==> config.mk <==
export PLATFORM = sky130hd
export DESIGN_NAME = apl_line_if
export DESIGN_NICKNAME = d
export VERILOG_FILES = /design/src/include/apl_pkg.sv /design/src/hdl/apl_line_if.sv /design/src/hdl/apl_clk_recover.sv
export SDC_FILE = /design/constraint.sdc
export NUM_CORES = 1
export LEC_CHECK = 0
export ABC_AREA = 1
export BUFFER_PORTS_ARGS = -buffer_cell sky130_fd_sc_hd__clkbuf_2
export CORE_MARGIN = 4
export CORE_UTILIZATION = 23
export CTS_CLUSTER_DIAMETER = 40
export DETAILED_ROUTE_END_ITERATION = 6
export SYNTH_ARGS = -nofsm -noshare
export SYNTH_HDL_FRONTEND = slang
export SYNTH_SLANG_ARGS = --single-unit
export TNS_END_PERCENT = 10
==> constraint.sdc <==
create_clock -name mclk_in -period 3.6 [get_ports mclk_in]
set_input_delay 0.36 -clock mclk_in [delete_from_list [all_inputs] [get_ports mclk_in]]
set_output_delay 0.36 -clock mclk_in [all_outputs]
set_load 0.02 [all_outputs]
==> src/include/apl_pkg.sv <==
// constants shared by the ami pcm line interface block
package apl_pkg;
  // timing: line rate and system clock, nco step derived from both
  localparam longint unsigned CLK_HZ = 64'd100_000_000;
  localparam longint unsigned LINE_BPS = 64'd2_048_000;
  localparam logic [31:0] NCO_INC = 32'((LINE_BPS << 32) / CLK_HZ);
  localparam logic [31:0] NCO_ALIGN = 32'h0000_0000;
  localparam int unsigned BIT_CYC = 32'(CLK_HZ / LINE_BPS);
  // register byte offsets
  localparam logic [4:0] OFF_CTRL = 5'h00;
  localparam logic [4:0] OFF_STAT = 5'h04;
  localparam logic [4:0] OFF_IRQ_STAT = 5'h08;
  localparam logic [4:0] OFF_IRQ_MASK = 5'h0c;
  localparam logic [4:0] OFF_LOS_THR = 5'h10;
  // reset values
  localparam logic [7:0] LOS_THR_RST = 8'h40;
  localparam logic [2:0] IRQ_MASK_RST = 3'h0;
  // field positions
  localparam int CTRL_TX_INH = 0;
  localparam int STAT_LOS = 0;
  localparam int STAT_RCLK = 1;
  localparam int STAT_LINE_LB = 2;
  localparam int STAT_LOCAL_LB = 3;
  localparam int EV_LOS_SET = 0;
  localparam int EV_LOS_CLR = 1;
  localparam int EV_MARK = 2;
  localparam int NUM_EV = 3;
  // axi responses
  localparam logic [1:0] RESP_OKAY = 2'h0;
  localparam logic [1:0] RESP_SLVERR = 2'h2;
endpackage

==> src/hdl/apl_line_if.sv <==
// ami pcm line interface: rails, clock recovery, loopbacks, axi4-lite regs
`timescale 1ns/1ns
// Contract
// - positive line pulse raises positive receive rail
// - negative line pulse raises negative receive rail
// - recovered clock latches rails and goes out
// - loss of signal when peak below threshold
// - transmit only while transmit clock is low
// - both transmit rails high inhibit the driver
// - positive rail drives positive line, negative likewise
// - line loopback feeds receive data to transmitter
// - local loopback routes transmit inputs to receive outputs
// - hdb3 substitutions pass through unaltered
// - nominal line rate 2048 kbit/s both ways
module apl_line_if import apl_pkg::*; #(
  parameter logic [31:0] INC = NCO_INC
) (
  input wire logic mclk_in,
  input wire logic rst_in,
  input wire logic [4:0] s_awaddr_in,
  input wire logic s_awvalid_in,
  output logic s_awready_out,
  input wire logic [31:0] s_wdata_in,
  input wire logic [3:0] s_wstrb_in,
  input wire logic s_wvalid_in,
  output logic s_wready_out,
  output logic [1:0] s_bresp_out,
  output logic s_bvalid_out,
  input wire logic s_bready_in,
  input wire logic [4:0] s_araddr_in,
  input wire logic s_arvalid_in,
  output logic s_arready_out,
  output logic [31:0] s_rdata_out,
  output logic [1:0] s_rresp_out,
  output logic s_rvalid_out,
  input wire logic s_rready_in,
  input wire logic line_pos_det_in,
  input wire logic line_neg_det_in,
  input wire logic [7:0] peak_level_in,
  input wire logic xmit_positive_rail_in,
  input wire logic xmit_negative_rail_in,
  input wire logic xmit_clock_input_in,
  input wire logic line_loopback_n_in,
  input wire logic local_loopback_n_in,
  output logic recv_positive_rail_out,
  output logic recv_negative_rail_out,
  output logic recovered_clock_out,
  output logic loss_of_signal_out,
  output logic line_drive_positive_out,
  output logic line_drive_negative_out,
  output logic irq_out
);
  localparam int AST_BIT_MAX = 60;

  logic rclk;
  logic rx_pos;
  logic rx_neg;
  logic rx_mark;
  logic tx_pos;
  logic tx_neg;
  logic tx_clk;
  logic tx_inh_q;
  logic los_q;
  logic [7:0] los_thr_q;
  logic [NUM_EV-1:0] irq_stat_q;
  logic [NUM_EV-1:0] irq_mask_q;
  logic [NUM_EV-1:0] ev;
  logic [NUM_EV-1:0] w1c;
  logic aw_full_q;
  logic w_full_q;
  logic [4:0] awaddr_q;
  logic [31:0] wdata_q;
  logic [3:0] wstrb_q;
  logic [31:0] wmask;
  logic do_wr;
  logic bvalid_q;
  logic [1:0] bresp_q;
  logic rvalid_q;
  logic [1:0] rresp_q;
  logic [31:0] rdata_q;
  logic [31:0] rd_word;
  logic rd_hit;

  // receive path: nco runs at the nominal line rate
  apl_clk_recover #(
    .INC(INC)
  ) u_rec (
    .mclk_in(mclk_in),
    .rst_in(rst_in),
    .pos_det_in(line_pos_det_in),
    .neg_det_in(line_neg_det_in),
    .rclk_out(rclk),
    .pos_out(rx_pos),
    .neg_out(rx_neg),
    .mark_out(rx_mark)
  );

  // loss of signal from the peak level; registered to filter glitches
  always_ff @(posedge mclk_in) begin
    if (rst_in) begin
      los_q <= 1'b0;
    end else begin
      los_q <= peak_level_in < los_thr_q;
    end
  end
  assign loss_of_signal_out = los_q;

  // loopback multiplexer, pure gates so selects act at once
  assign tx_pos = line_loopback_n_in ? xmit_positive_rail_in : rx_pos;
  assign tx_neg = line_loopback_n_in ? xmit_negative_rail_in : rx_neg;
  assign tx_clk = line_loopback_n_in ? xmit_clock_input_in : rclk;
  assign recv_positive_rail_out = local_loopback_n_in ? rx_pos : xmit_positive_rail_in;
  assign recv_negative_rail_out = local_loopback_n_in ? rx_neg : xmit_negative_rail_in;
  assign recovered_clock_out = local_loopback_n_in ? rclk : xmit_clock_input_in;

  // driver: pulse width follows the low phase of the transmit clock
  // rails pass as given, so hdb3 violations go out unchanged
  assign line_drive_positive_out = ~tx_inh_q & ~tx_clk & tx_pos & ~tx_neg;
  assign line_drive_negative_out = ~tx_inh_q & ~tx_clk & tx_neg & ~tx_pos;

  // sticky events; a new event beats a write-one-to-clear in the same cycle
  assign ev[EV_LOS_SET] = (peak_level_in < los_thr_q) & ~los_q;
  assign ev[EV_LOS_CLR] = ~(peak_level_in < los_thr_q) & los_q;
  assign ev[EV_MARK] = rx_mark;
  assign w1c = (do_wr && awaddr_q == OFF_IRQ_STAT && wstrb_q[0])
             ? wdata_q[NUM_EV-1:0] : '0;
  always_ff @(posedge mclk_in) begin
    if (rst_in) begin
      irq_stat_q <= '0;
    end else begin
      irq_stat_q <= (irq_stat_q & ~w1c) | ev;
    end
  end
  assign irq_out = |(irq_stat_q & irq_mask_q);

  // write channel: address and data taken in either order, then answered
  assign s_awready_out = ~aw_full_q & ~bvalid_q;
  assign s_wready_out = ~w_full_q & ~bvalid_q;
  assign do_wr = aw_full_q & w_full_q;
  assign wmask = wmask_of(s_wstrb_in);
  always_ff @(posedge mclk_in) begin
    if (rst_in) begin
      aw_full_q <= 1'b0;
      w_full_q <= 1'b0;
      awaddr_q <= 5'h00;
      wdata_q <= 32'h0000_0000;
      wstrb_q <= 4'h0;
    end else begin
      if (s_awvalid_in && s_awready_out) begin
        aw_full_q <= 1'b1;
        awaddr_q <= s_awaddr_in;
      end else if (do_wr) begin
        aw_full_q <= 1'b0;
      end
      if (s_wvalid_in && s_wready_out) begin
        w_full_q <= 1'b1;
        wdata_q <= s_wdata_in & wmask;
        wstrb_q <= s_wstrb_in;
      end else if (do_wr) begin
        w_full_q <= 1'b0;
      end
    end
  end

  function automatic logic [31:0] wmask_of(input logic [3:0] s);
    wmask_of = {{8{s[3]}}, {8{s[2]}}, {8{s[1]}}, {8{s[0]}}};
  endfunction

  // write response; unmapped or read-only offsets answer slverr
  always_ff @(posedge mclk_in) begin
    if (rst_in) begin
      bvalid_q <= 1'b0;
      bresp_q <= RESP_OKAY;
    end else if (do_wr) begin
      bvalid_q <= 1'b1;
      bresp_q <= (awaddr_q == OFF_CTRL || awaddr_q == OFF_IRQ_STAT ||
                  awaddr_q == OFF_IRQ_MASK || awaddr_q == OFF_LOS_THR)
                 ? RESP_OKAY : RESP_SLVERR;
    end else if (s_bready_in) begin
      bvalid_q <= 1'b0;
    end
  end
  assign s_bvalid_out = bvalid_q;
  assign s_bresp_out = bresp_q;

  // control registers, each byte lane honoured by its strobe
  always_ff @(posedge mclk_in) begin
    if (rst_in) begin
      tx_inh_q <= 1'b0;
      irq_mask_q <= IRQ_MASK_RST;
      los_thr_q <= LOS_THR_RST;
    end else if (do_wr && wstrb_q[0]) begin
      if (awaddr_q == OFF_CTRL) begin
        tx_inh_q <= wdata_q[CTRL_TX_INH];
      end
      if (awaddr_q == OFF_IRQ_MASK) begin
        irq_mask_q <= wdata_q[NUM_EV-1:0];
      end
      if (awaddr_q == OFF_LOS_THR) begin
        los_thr_q <= wdata_q[7:0];
      end
    end
  end

  // read decode; status shows live receive and loopback state
  always_comb begin
    rd_word = 32'h0000_0000;
    rd_hit = 1'b1;
    case (s_araddr_in)
      OFF_CTRL: rd_word[CTRL_TX_INH] = tx_inh_q;
      OFF_STAT: begin
        rd_word[STAT_LOS] = los_q;
        rd_word[STAT_RCLK] = rclk;
        rd_word[STAT_LINE_LB] = ~line_loopback_n_in;
        rd_word[STAT_LOCAL_LB] = ~local_loopback_n_in;
      end
      OFF_IRQ_STAT: rd_word[NUM_EV-1:0] = irq_stat_q;
      OFF_IRQ_MASK: rd_word[NUM_EV-1:0] = irq_mask_q;
      OFF_LOS_THR: rd_word[7:0] = los_thr_q;
      default: rd_hit = 1'b0;
    endcase
  end

  // read channel: one read at a time, data held until rready
  assign s_arready_out = ~rvalid_q;
  always_ff @(posedge mclk_in) begin
    if (rst_in) begin
      rvalid_q <= 1'b0;
      rdata_q <= 32'h0000_0000;
      rresp_q <= RESP_OKAY;
    end else if (s_arvalid_in && s_arready_out) begin
      rvalid_q <= 1'b1;
      rdata_q <= rd_word;
      rresp_q <= rd_hit ? RESP_OKAY : RESP_SLVERR;
    end else if (s_rready_in) begin
      rvalid_q <= 1'b0;
    end
  end
  assign s_rvalid_out = rvalid_q;
  assign s_rdata_out = rdata_q;
  assign s_rresp_out = rresp_q;
endmodule

==> src/hdl/apl_clk_recover.sv <==
// clock recovery nco and receive rail output latches
`timescale 1ns/1ns
module apl_clk_recover import apl_pkg::*; #(
  parameter logic [31:0] INC = NCO_INC
) (
  input wire logic mclk_in,
  input wire logic rst_in,
  input wire logic pos_det_in,
  input wire logic neg_det_in,
  output logic rclk_out,
  output logic pos_out,
  output logic neg_out,
  output logic mark_out
);
  logic [31:0] acc_q;
  logic [31:0] acc_d;
  logic prev_q;
  logic seen_pos_q;
  logic seen_neg_q;
  logic wrap;
  logic pulse_edge;

  // a step of half the range or more would alias the recovered clock
  if (INC == 32'h0000_0000 || INC[31]) begin : g_bad_inc
    $error("apl_clk_recover: INC out of range");
  end

  // phase restarts at each mark edge, so one bit ends one period later
  assign pulse_edge = (pos_det_in | neg_det_in) & ~prev_q;
  assign acc_d = pulse_edge ? NCO_ALIGN : acc_q + INC;
  assign wrap = acc_q[31] & ~acc_d[31];
  assign rclk_out = acc_q[31];

  // nco accumulator, its msb is the recovered clock
  always_ff @(posedge mclk_in) begin
    if (rst_in) begin
      acc_q <= 32'h0000_0000;
      prev_q <= 1'b0;
    end else begin
      acc_q <= acc_d;
      prev_q <= pos_det_in | neg_det_in;
    end
  end

  // marks seen in the bit; a mark in the capture cycle is kept (set wins)
  always_ff @(posedge mclk_in) begin
    if (rst_in) begin
      seen_pos_q <= 1'b0;
      seen_neg_q <= 1'b0;
    end else begin
      seen_pos_q <= pos_det_in | (seen_pos_q & ~wrap);
      seen_neg_q <= neg_det_in | (seen_neg_q & ~wrap);
    end
  end

  // output latches strobed by the recovered clock; no code rule applied
  always_ff @(posedge mclk_in) begin
    if (rst_in) begin
      pos_out <= 1'b0;
      neg_out <= 1'b0;
      mark_out <= 1'b0;
    end else begin
      mark_out <= wrap & (seen_pos_q | seen_neg_q);
      if (wrap) begin
        pos_out <= seen_pos_q;
        neg_out <= seen_neg_q;
      end
    end
  end
endmodule

==> impl_metrics.json, run 1 <==
{
  "min_path_type": "input pin to register",
  "root_buffer": "clkbuf_16",
  "timing.slew.headroom": 0.4170,
  "cellPowerDensity_nw_per_um2": 437.1,
  "detail-route-antenna-nets": 0,
  "global_route.usage.met1": 0.1270,
  "drc": 0,
  "clk_latency_ps": 340,
  "cts_tree": "built",
  "grt_pass1_vias": 3810,
  "ys_warn_count": 0,
  "grt_max_degree": 28,
  "cts_buffers": 9,
  "synth_area_leaders": "dfxtp_1 (37%), nand2_1 (13%), a21oi_1 (8.8%)",
  "min_path_cells": 4,
  "endpoint_kind": "register",
  "met2_usage": 0.1588,
  "nets": 787,
  "yosys.area_share.adder": 0.02281,
  "synthDistinctLibCells": 39,
  "antenna_cells": 0,
  "grt-busiest-layer": "met2",
  "cts-resized-gates": 0,
  "vdd_ir_drop_max_uv": 170.8,
  "synth_top_area_frac": 0.3694,
  "fin_crit_sh": 0.5168,
  "start_util": 0.2339,
  "die_y_um": 146.1,
  "crit_fanout": 27,
  "cts_sinks": 81,
  "drv_slew": 0,
  "via_per_inst": 4.373,
  "setup_ws_ps": 1740,
  "r2r-end": "u_rec.acc_q[19]",
  "yosys.area_share.simple": 0.3090,
  "drtIter0Drc": 206,
  "synthesis.area_um2": 4389,
  "post-cts-setup-buffers": 0,
  "synth.area.mux_share": 0,
  "crit_chain": "clkbuf_2 -> nor2_1 -> inv_1 -> a21oi_1",
  "syn_to_final_growth_pct": 17.45,
  "power_uw": 2253,
  "wirelength_mm": 10.68,
  "max_clock_freq_ghz": 0.5375,
  "core_area_um2": 18770,
  "maxCapViolations": 0,
  "path_clk_slew_ps": 70,
  "rsz0062_at_grt": "no",
  "grt_first_pass_wirelength_mm": 17.61,
  "worstHoldEndpoint": "s_bvalid_out",
  "dieArea_um2": 21360,
  "setup_violations": 0,
  "yosys_register_bits": 81,
  "critical_path_buf_inv_count": 2,
  "avgSynthCellArea_um2": 6.763,
  "synth_top_cell_by_area": "dfxtp_1",
  "synth_top_family_by_area": "simple AND/OR/NAND/NOR gates",
  "cpMaxStageDelayCell": "nor2_1",
  "die_w_um": 146.1,
  "p_leak_uw": 0.002238,
  "synth_compound_area_frac": 0.1651,
  "io_pins": 116,
  "slowest_delay_ps": 550,
  "min-delay-start": "s_bready_in",
  "ctsHoldBuffers": 0,
  "antenna_found_initial": 0,
  "rr_startpoint": "u_rec.acc_q[1]",
  "period_needed_ps": 1860,
  "rrSetupSlack_ps": 1880,
  "globalRouteMet3Util": 0.02576,
  "crit_type": "input pin to register",
  "setup_tns_ps": 0,
  "wl_per_cell_um": 11.25,
  "drive_gt1_frac": 0.1662,
  "dr_total_vias": 4154,
  "grt.total_usage": 0.09930,
  "crit_family": "buffers and inverters",
  "cp.arrival_ps": 2110,
  "synth-xor-area-share": 0.009977,
  "worst_pin_slew_ps": 873.5,
  "skew_ps": 7.339,
  "clockBufferDepth": 2,
  "row_count": 50,
  "port_buffers": 62,
  "hpwl_mm": 8.209,
  "htree_levels": 3,
  "finalHoldViolCount": 0,
  "status": "completed",
  "reg2reg_depth": 8,
  "gp_congestion": 0.9076,
  "startpoint_type": "input pin",
  "crit_required_ps": 3850,
  "syn_inst": 649,
  "yosysSeqAreaShare": 0.3694,
  "drt_pass1_iterations": 4,
  "overflow": 0,
  "place_ws_ps": 1362
}
==> report_power, final <==
part           internal [µW]  switching [µW]
clock network            565             393
registers                942            40.7
logic                   99.2             214
total                   1610             648
==> worst reg2reg max path: stages, from the launching register on <==
cell and delay, ps:
dfxtp_1 320, ha_1 220, nand3_1 150, nand2_1 120, nand2_1 80, nand3_1 150
a21oi_1 310, xor2_1 170, nor2_1 50
==> worst max-delay path by stage <==
| stage | startpoint | cells after the start | endpoint |
|---|---|---|---|
| floorplan | s_bvalid_out | 5 | wdata_q[1] |
| global placement | rst_in | 4 | u_rec.acc_q[22] |
| detailed placement | rst_in | 4 | u_rec.acc_q[24] |
| CTS | rst_in | 4 | u_rec.acc_q[24] |
| global route | rst_in | 4 | u_rec.acc_q[6] |
| finish | rst_in | 4 | u_rec.acc_q[24] |
==> logic make-up after synthesis <==
logic type | after synthesis
buf+inv | 115
simple gates | 303
xor+xnor | 5
flops | 81
other cells | 1
compound gates | 136
fa+ha+maj | 8
==> layout make-up <==
class / count / area, µm²
repair buffers: 62 / 310.3
well taps: 234 / 292.8
clock buffers: 10 / 239.0
clock inverters: 6 / 72.57
multi-input cells: 478 / 2322
flip-flops and latches: 81 / 1622
inverters: 79 / 296.5
fillers: 2063 / 13610
==> state kept, by name, summed over array words and instances, names as in the netlist, 3 cells and up <==
register     flops
u_rec.acc_q     31
los_thr_q        8
s_rdata_out      8
wdata_q          8
awaddr_q         5
irq_mask_q       3
irq_stat_q       3
==> per-layer routing <==
layer,part of all wire,routed length (µm),up-vias
met3,0.051,542,12
met4,0.021,225,0
li1,-,-,2194
met2,0.45,4811,88
met1,0.48,5104,1860
met5,0,0,-
==> synthesized netlist by cell type (all sizes together) <==
library cell and count:
o21ai 45, nand3 46, o21a 2, a21oi 79, nor2 73, inv 78
clkbuf 6, nand2 158, clkinv 1, buf 30, nand4 10, xnor2 1
conb 1, xor2 4, ha 8, nor4 1, dfxtp 81, nand3b 2
o21bai 1, a21o 1, o22ai 3, a31oi 2, a21boi 2, or2 3
o221ai 1, and2 2, nor3 8
==> through the flow <==
stage / instances / cell area [µm²] / hold slack (ps) / util
after floorplan: 674 / 4483 / 413.0 / -
after global placement: 934 / 4843 / 417.7 / 0.2581
after detailed placement: 934 / 4843 / 428.9 / 0.2581
after CTS: 950 / 5155 / 252.4 / 0.2747
after global routing: 950 / 5155 / 268.3 / 0.2747
final: 950 / 5155 / 261.2 / 0.2747
==> placed cells by master, fill, tap and decap left out, types with 2 or more instances in the layout <==
cell,n
nand2_1,148
dfxtp_1,81
a21oi_1,77
inv_1,72
nor2_1,62
clkbuf_2,62
nand3_1,44
o21ai_0,43
conb_1,26
nand2_2,10
nand4_1,10
clkbuf_16,9
nor2_2,8
ha_1,8
inv_2,6
nor3_1,4
nor3_2,4
xor2_1,4
nor2_4,3
o22ai_1,3
inv_6,3
a21oi_2,2
o21ai_2,2
and2_1,2
a21boi_1,2
nand3b_1,2
nand3_2,2
o21a_1,2
or2_2,2
a31oi_1,2
Note: power is estimated with default switching activity, not from simulation.
==> run 2: changes to the inputs <==
- clock period: 3.6 -> 1.9 ns (I/O delays scaled with it)
==> impl_metrics.json, run 2 (synthesis gave the netlist of run 1 again) <==
{
  "crit_start": "u_rec.acc_q[1]",
  "gp_congestion": 0.8550,
  "cts-resized-gates": 0,
  "maxCapViolations": 0,
  "fin_crit_sh": 0.8848,
  "seq_power_share": 0.452,
  "hpwl_mm": 8.192,
  "cellPowerDensity_nw_per_um2": 799.1,
  "p_sw_uw": 1242,
  "path_clk_slew_ps": 60,
  "core_area_um2": 18770,
  "post-cts-setup-buffers": 0,
  "n_fill_cell": 2074,
  "rsz0062_at_grt": "no",
  "nets": 791,
  "die_y_um": 146.1,
  "io_pins": 116,
  "drive_gt1_frac": 0.1708,
  "die_w_um": 146.1,
  "start_util": 0.2339,
  "clockBufferDepth": 2,
  "final_cell_mix": "nand2_1 (148), dfxtp_1 (81), a21oi_1 (77)",
  "combPwrFrac": 0.146,
  "drt_pass1_iterations": 4,
  "multiInputGateArea_um2": 2322,
  "skew_ps": 8.000,
  "wl_per_cell_um": 11.13,
  "p_clk_frac": 0.402,
  "drc": 0,
  "row_count": 50,
  "seqCellArea_um2": 1622,
  "syn_to_final_growth_pct": 17.42,
  "antenna_cells": 0,
  "htree_levels": 3,
  "root_buffer": "clkbuf_16",
  "grt_first_pass_wirelength_mm": 18.02,
  "cts_buffers": 9,
  "cpMaxStageDelayCell": "dfxtp_1",
  "drv_slew": 0,
  "crit_type": "register to register",
  "startpoint_type": "register",
  "cts_sinks": 81,
  "setup_tns_ps": 0,
  "grt_max_degree": 26,
  "drtIter0Drc": 246,
  "regMostFlops": "u_rec.acc_q",
  "endpoint_kind": "register",
  "vdd_ir_drop_max_uv": 535.1,
  "min_path_type": "input pin to register",
  "wirelength_mm": 10.62,
  "detail-route-antenna-nets": 0,
  "switching_share": 0.3015,
  "max_clock_freq_ghz": 0.5948,
  "intPower_uw": 2876,
  "grt.total_usage": 0.1006,
  "dieArea_um2": 21360,
  "clk_latency_ps": 340,
  "setup_violations": 0,
  "ctsHoldBuffers": 0,
  "grt_pass1_vias": 3889,
  "overflow": 0,
  "min-delay-start": "s_wdata_in[6]",
  "slowest_delay_ps": 330,
  "rr_startpoint": "u_rec.acc_q[1]",
  "p_leak_uw": 0.002245,
  "antenna_found_initial": 0,
  "final_common_cell": "nand2_1",
  "crit_required_ps": 2110,
  "via_per_inst": 4.307,
  "finalHoldViolCount": 0,
  "place_area_um2": 4873,
  "final_area_um2": 5154,
  "cts_tree": "built",
  "crit_fanout": 4,
  "crit_chain": "ha_1 -> nand3_1 -> nand2_1 -> nand2_1 -> nand3_1 -> a21oi_1 -> xor2_1 -> nor2_1",
  "cp.arrival_ps": 1900,
  "port_buffers": 62,
  "status": "completed",
  "power_uw": 4118,
  "period_needed_ps": 1681,
  "fin_util": 0.2746,
  "dr_total_vias": 4109,
  "largest_reg_flops": 31
}
==> run 2: cell types whose count changed in the layout (fill, tap and decap cells not counted), sizes merged <==
cell	delta
inv	-1
buf	+4
clkinv	+3
bufinv	-1
clkbuf	-1
==> run 2: per-layer routing <==
metal / global-route usage / up-vias / share of wire
li1: - / 2199 / -
met1: 0.1328 / 1825 / 0.48
met2: 0.1595 / 77 / 0.45
met3: 0.02669 / 8 / 0.050
met4: 0.03434 / 0 / 0.014
met5: 0 / - / 0
==> run 2: path summary, 6_finish.rpt <==
kind	depth (start not counted)	slack, ps	end
hold reg to reg	2	450	irq_stat_q[2]
hold / removal	3	100	wdata_q[6]
setup reg to reg	8	220	u_rec.acc_q[19]
setup / recovery	8	220	u_rec.acc_q[19]
==> run 2: through the flow <==
step	instances	hold slack [ps]	setup WS [ps]
global placement	938	418.3	252.5
CTS	954	84.83	232.4
detailed placement	938	434.7	240.9
finish	954	100.0	218.9
global route	954	99.13	69.92
floorplan	674	348.9	446.8
==> run 2: critical path: cells and delay by family (launching register included) <==
family,cells,cell delay (ps)
simple gates,5,540
flops,1,330
compound gates,1,300
fa+ha+maj,1,220
xor+xnor,1,170
==> run 2: cell type report <==
type,instances,share of cell area
sequential,81,0.3146
clock inverter,7,0.01068
tap,234,0.05681
timing repair buffer,66,0.06604
multi-input combinational,478,0.4506
clock buffer,9,0.04370
inverter,79,0.05754
==> run 2: power groups by stage <==
stage          Clock, µW  Combinational [µW]  Sequential (µW)
2_1_floorplan          0                 459             1900
3_3_place_gp           0                 597             1900
3_5_place_dp           0                 601             1900
4_1_cts             1710                 603             1860
5_1_grt             1770                 681             1880
6_report            1650                 602             1860
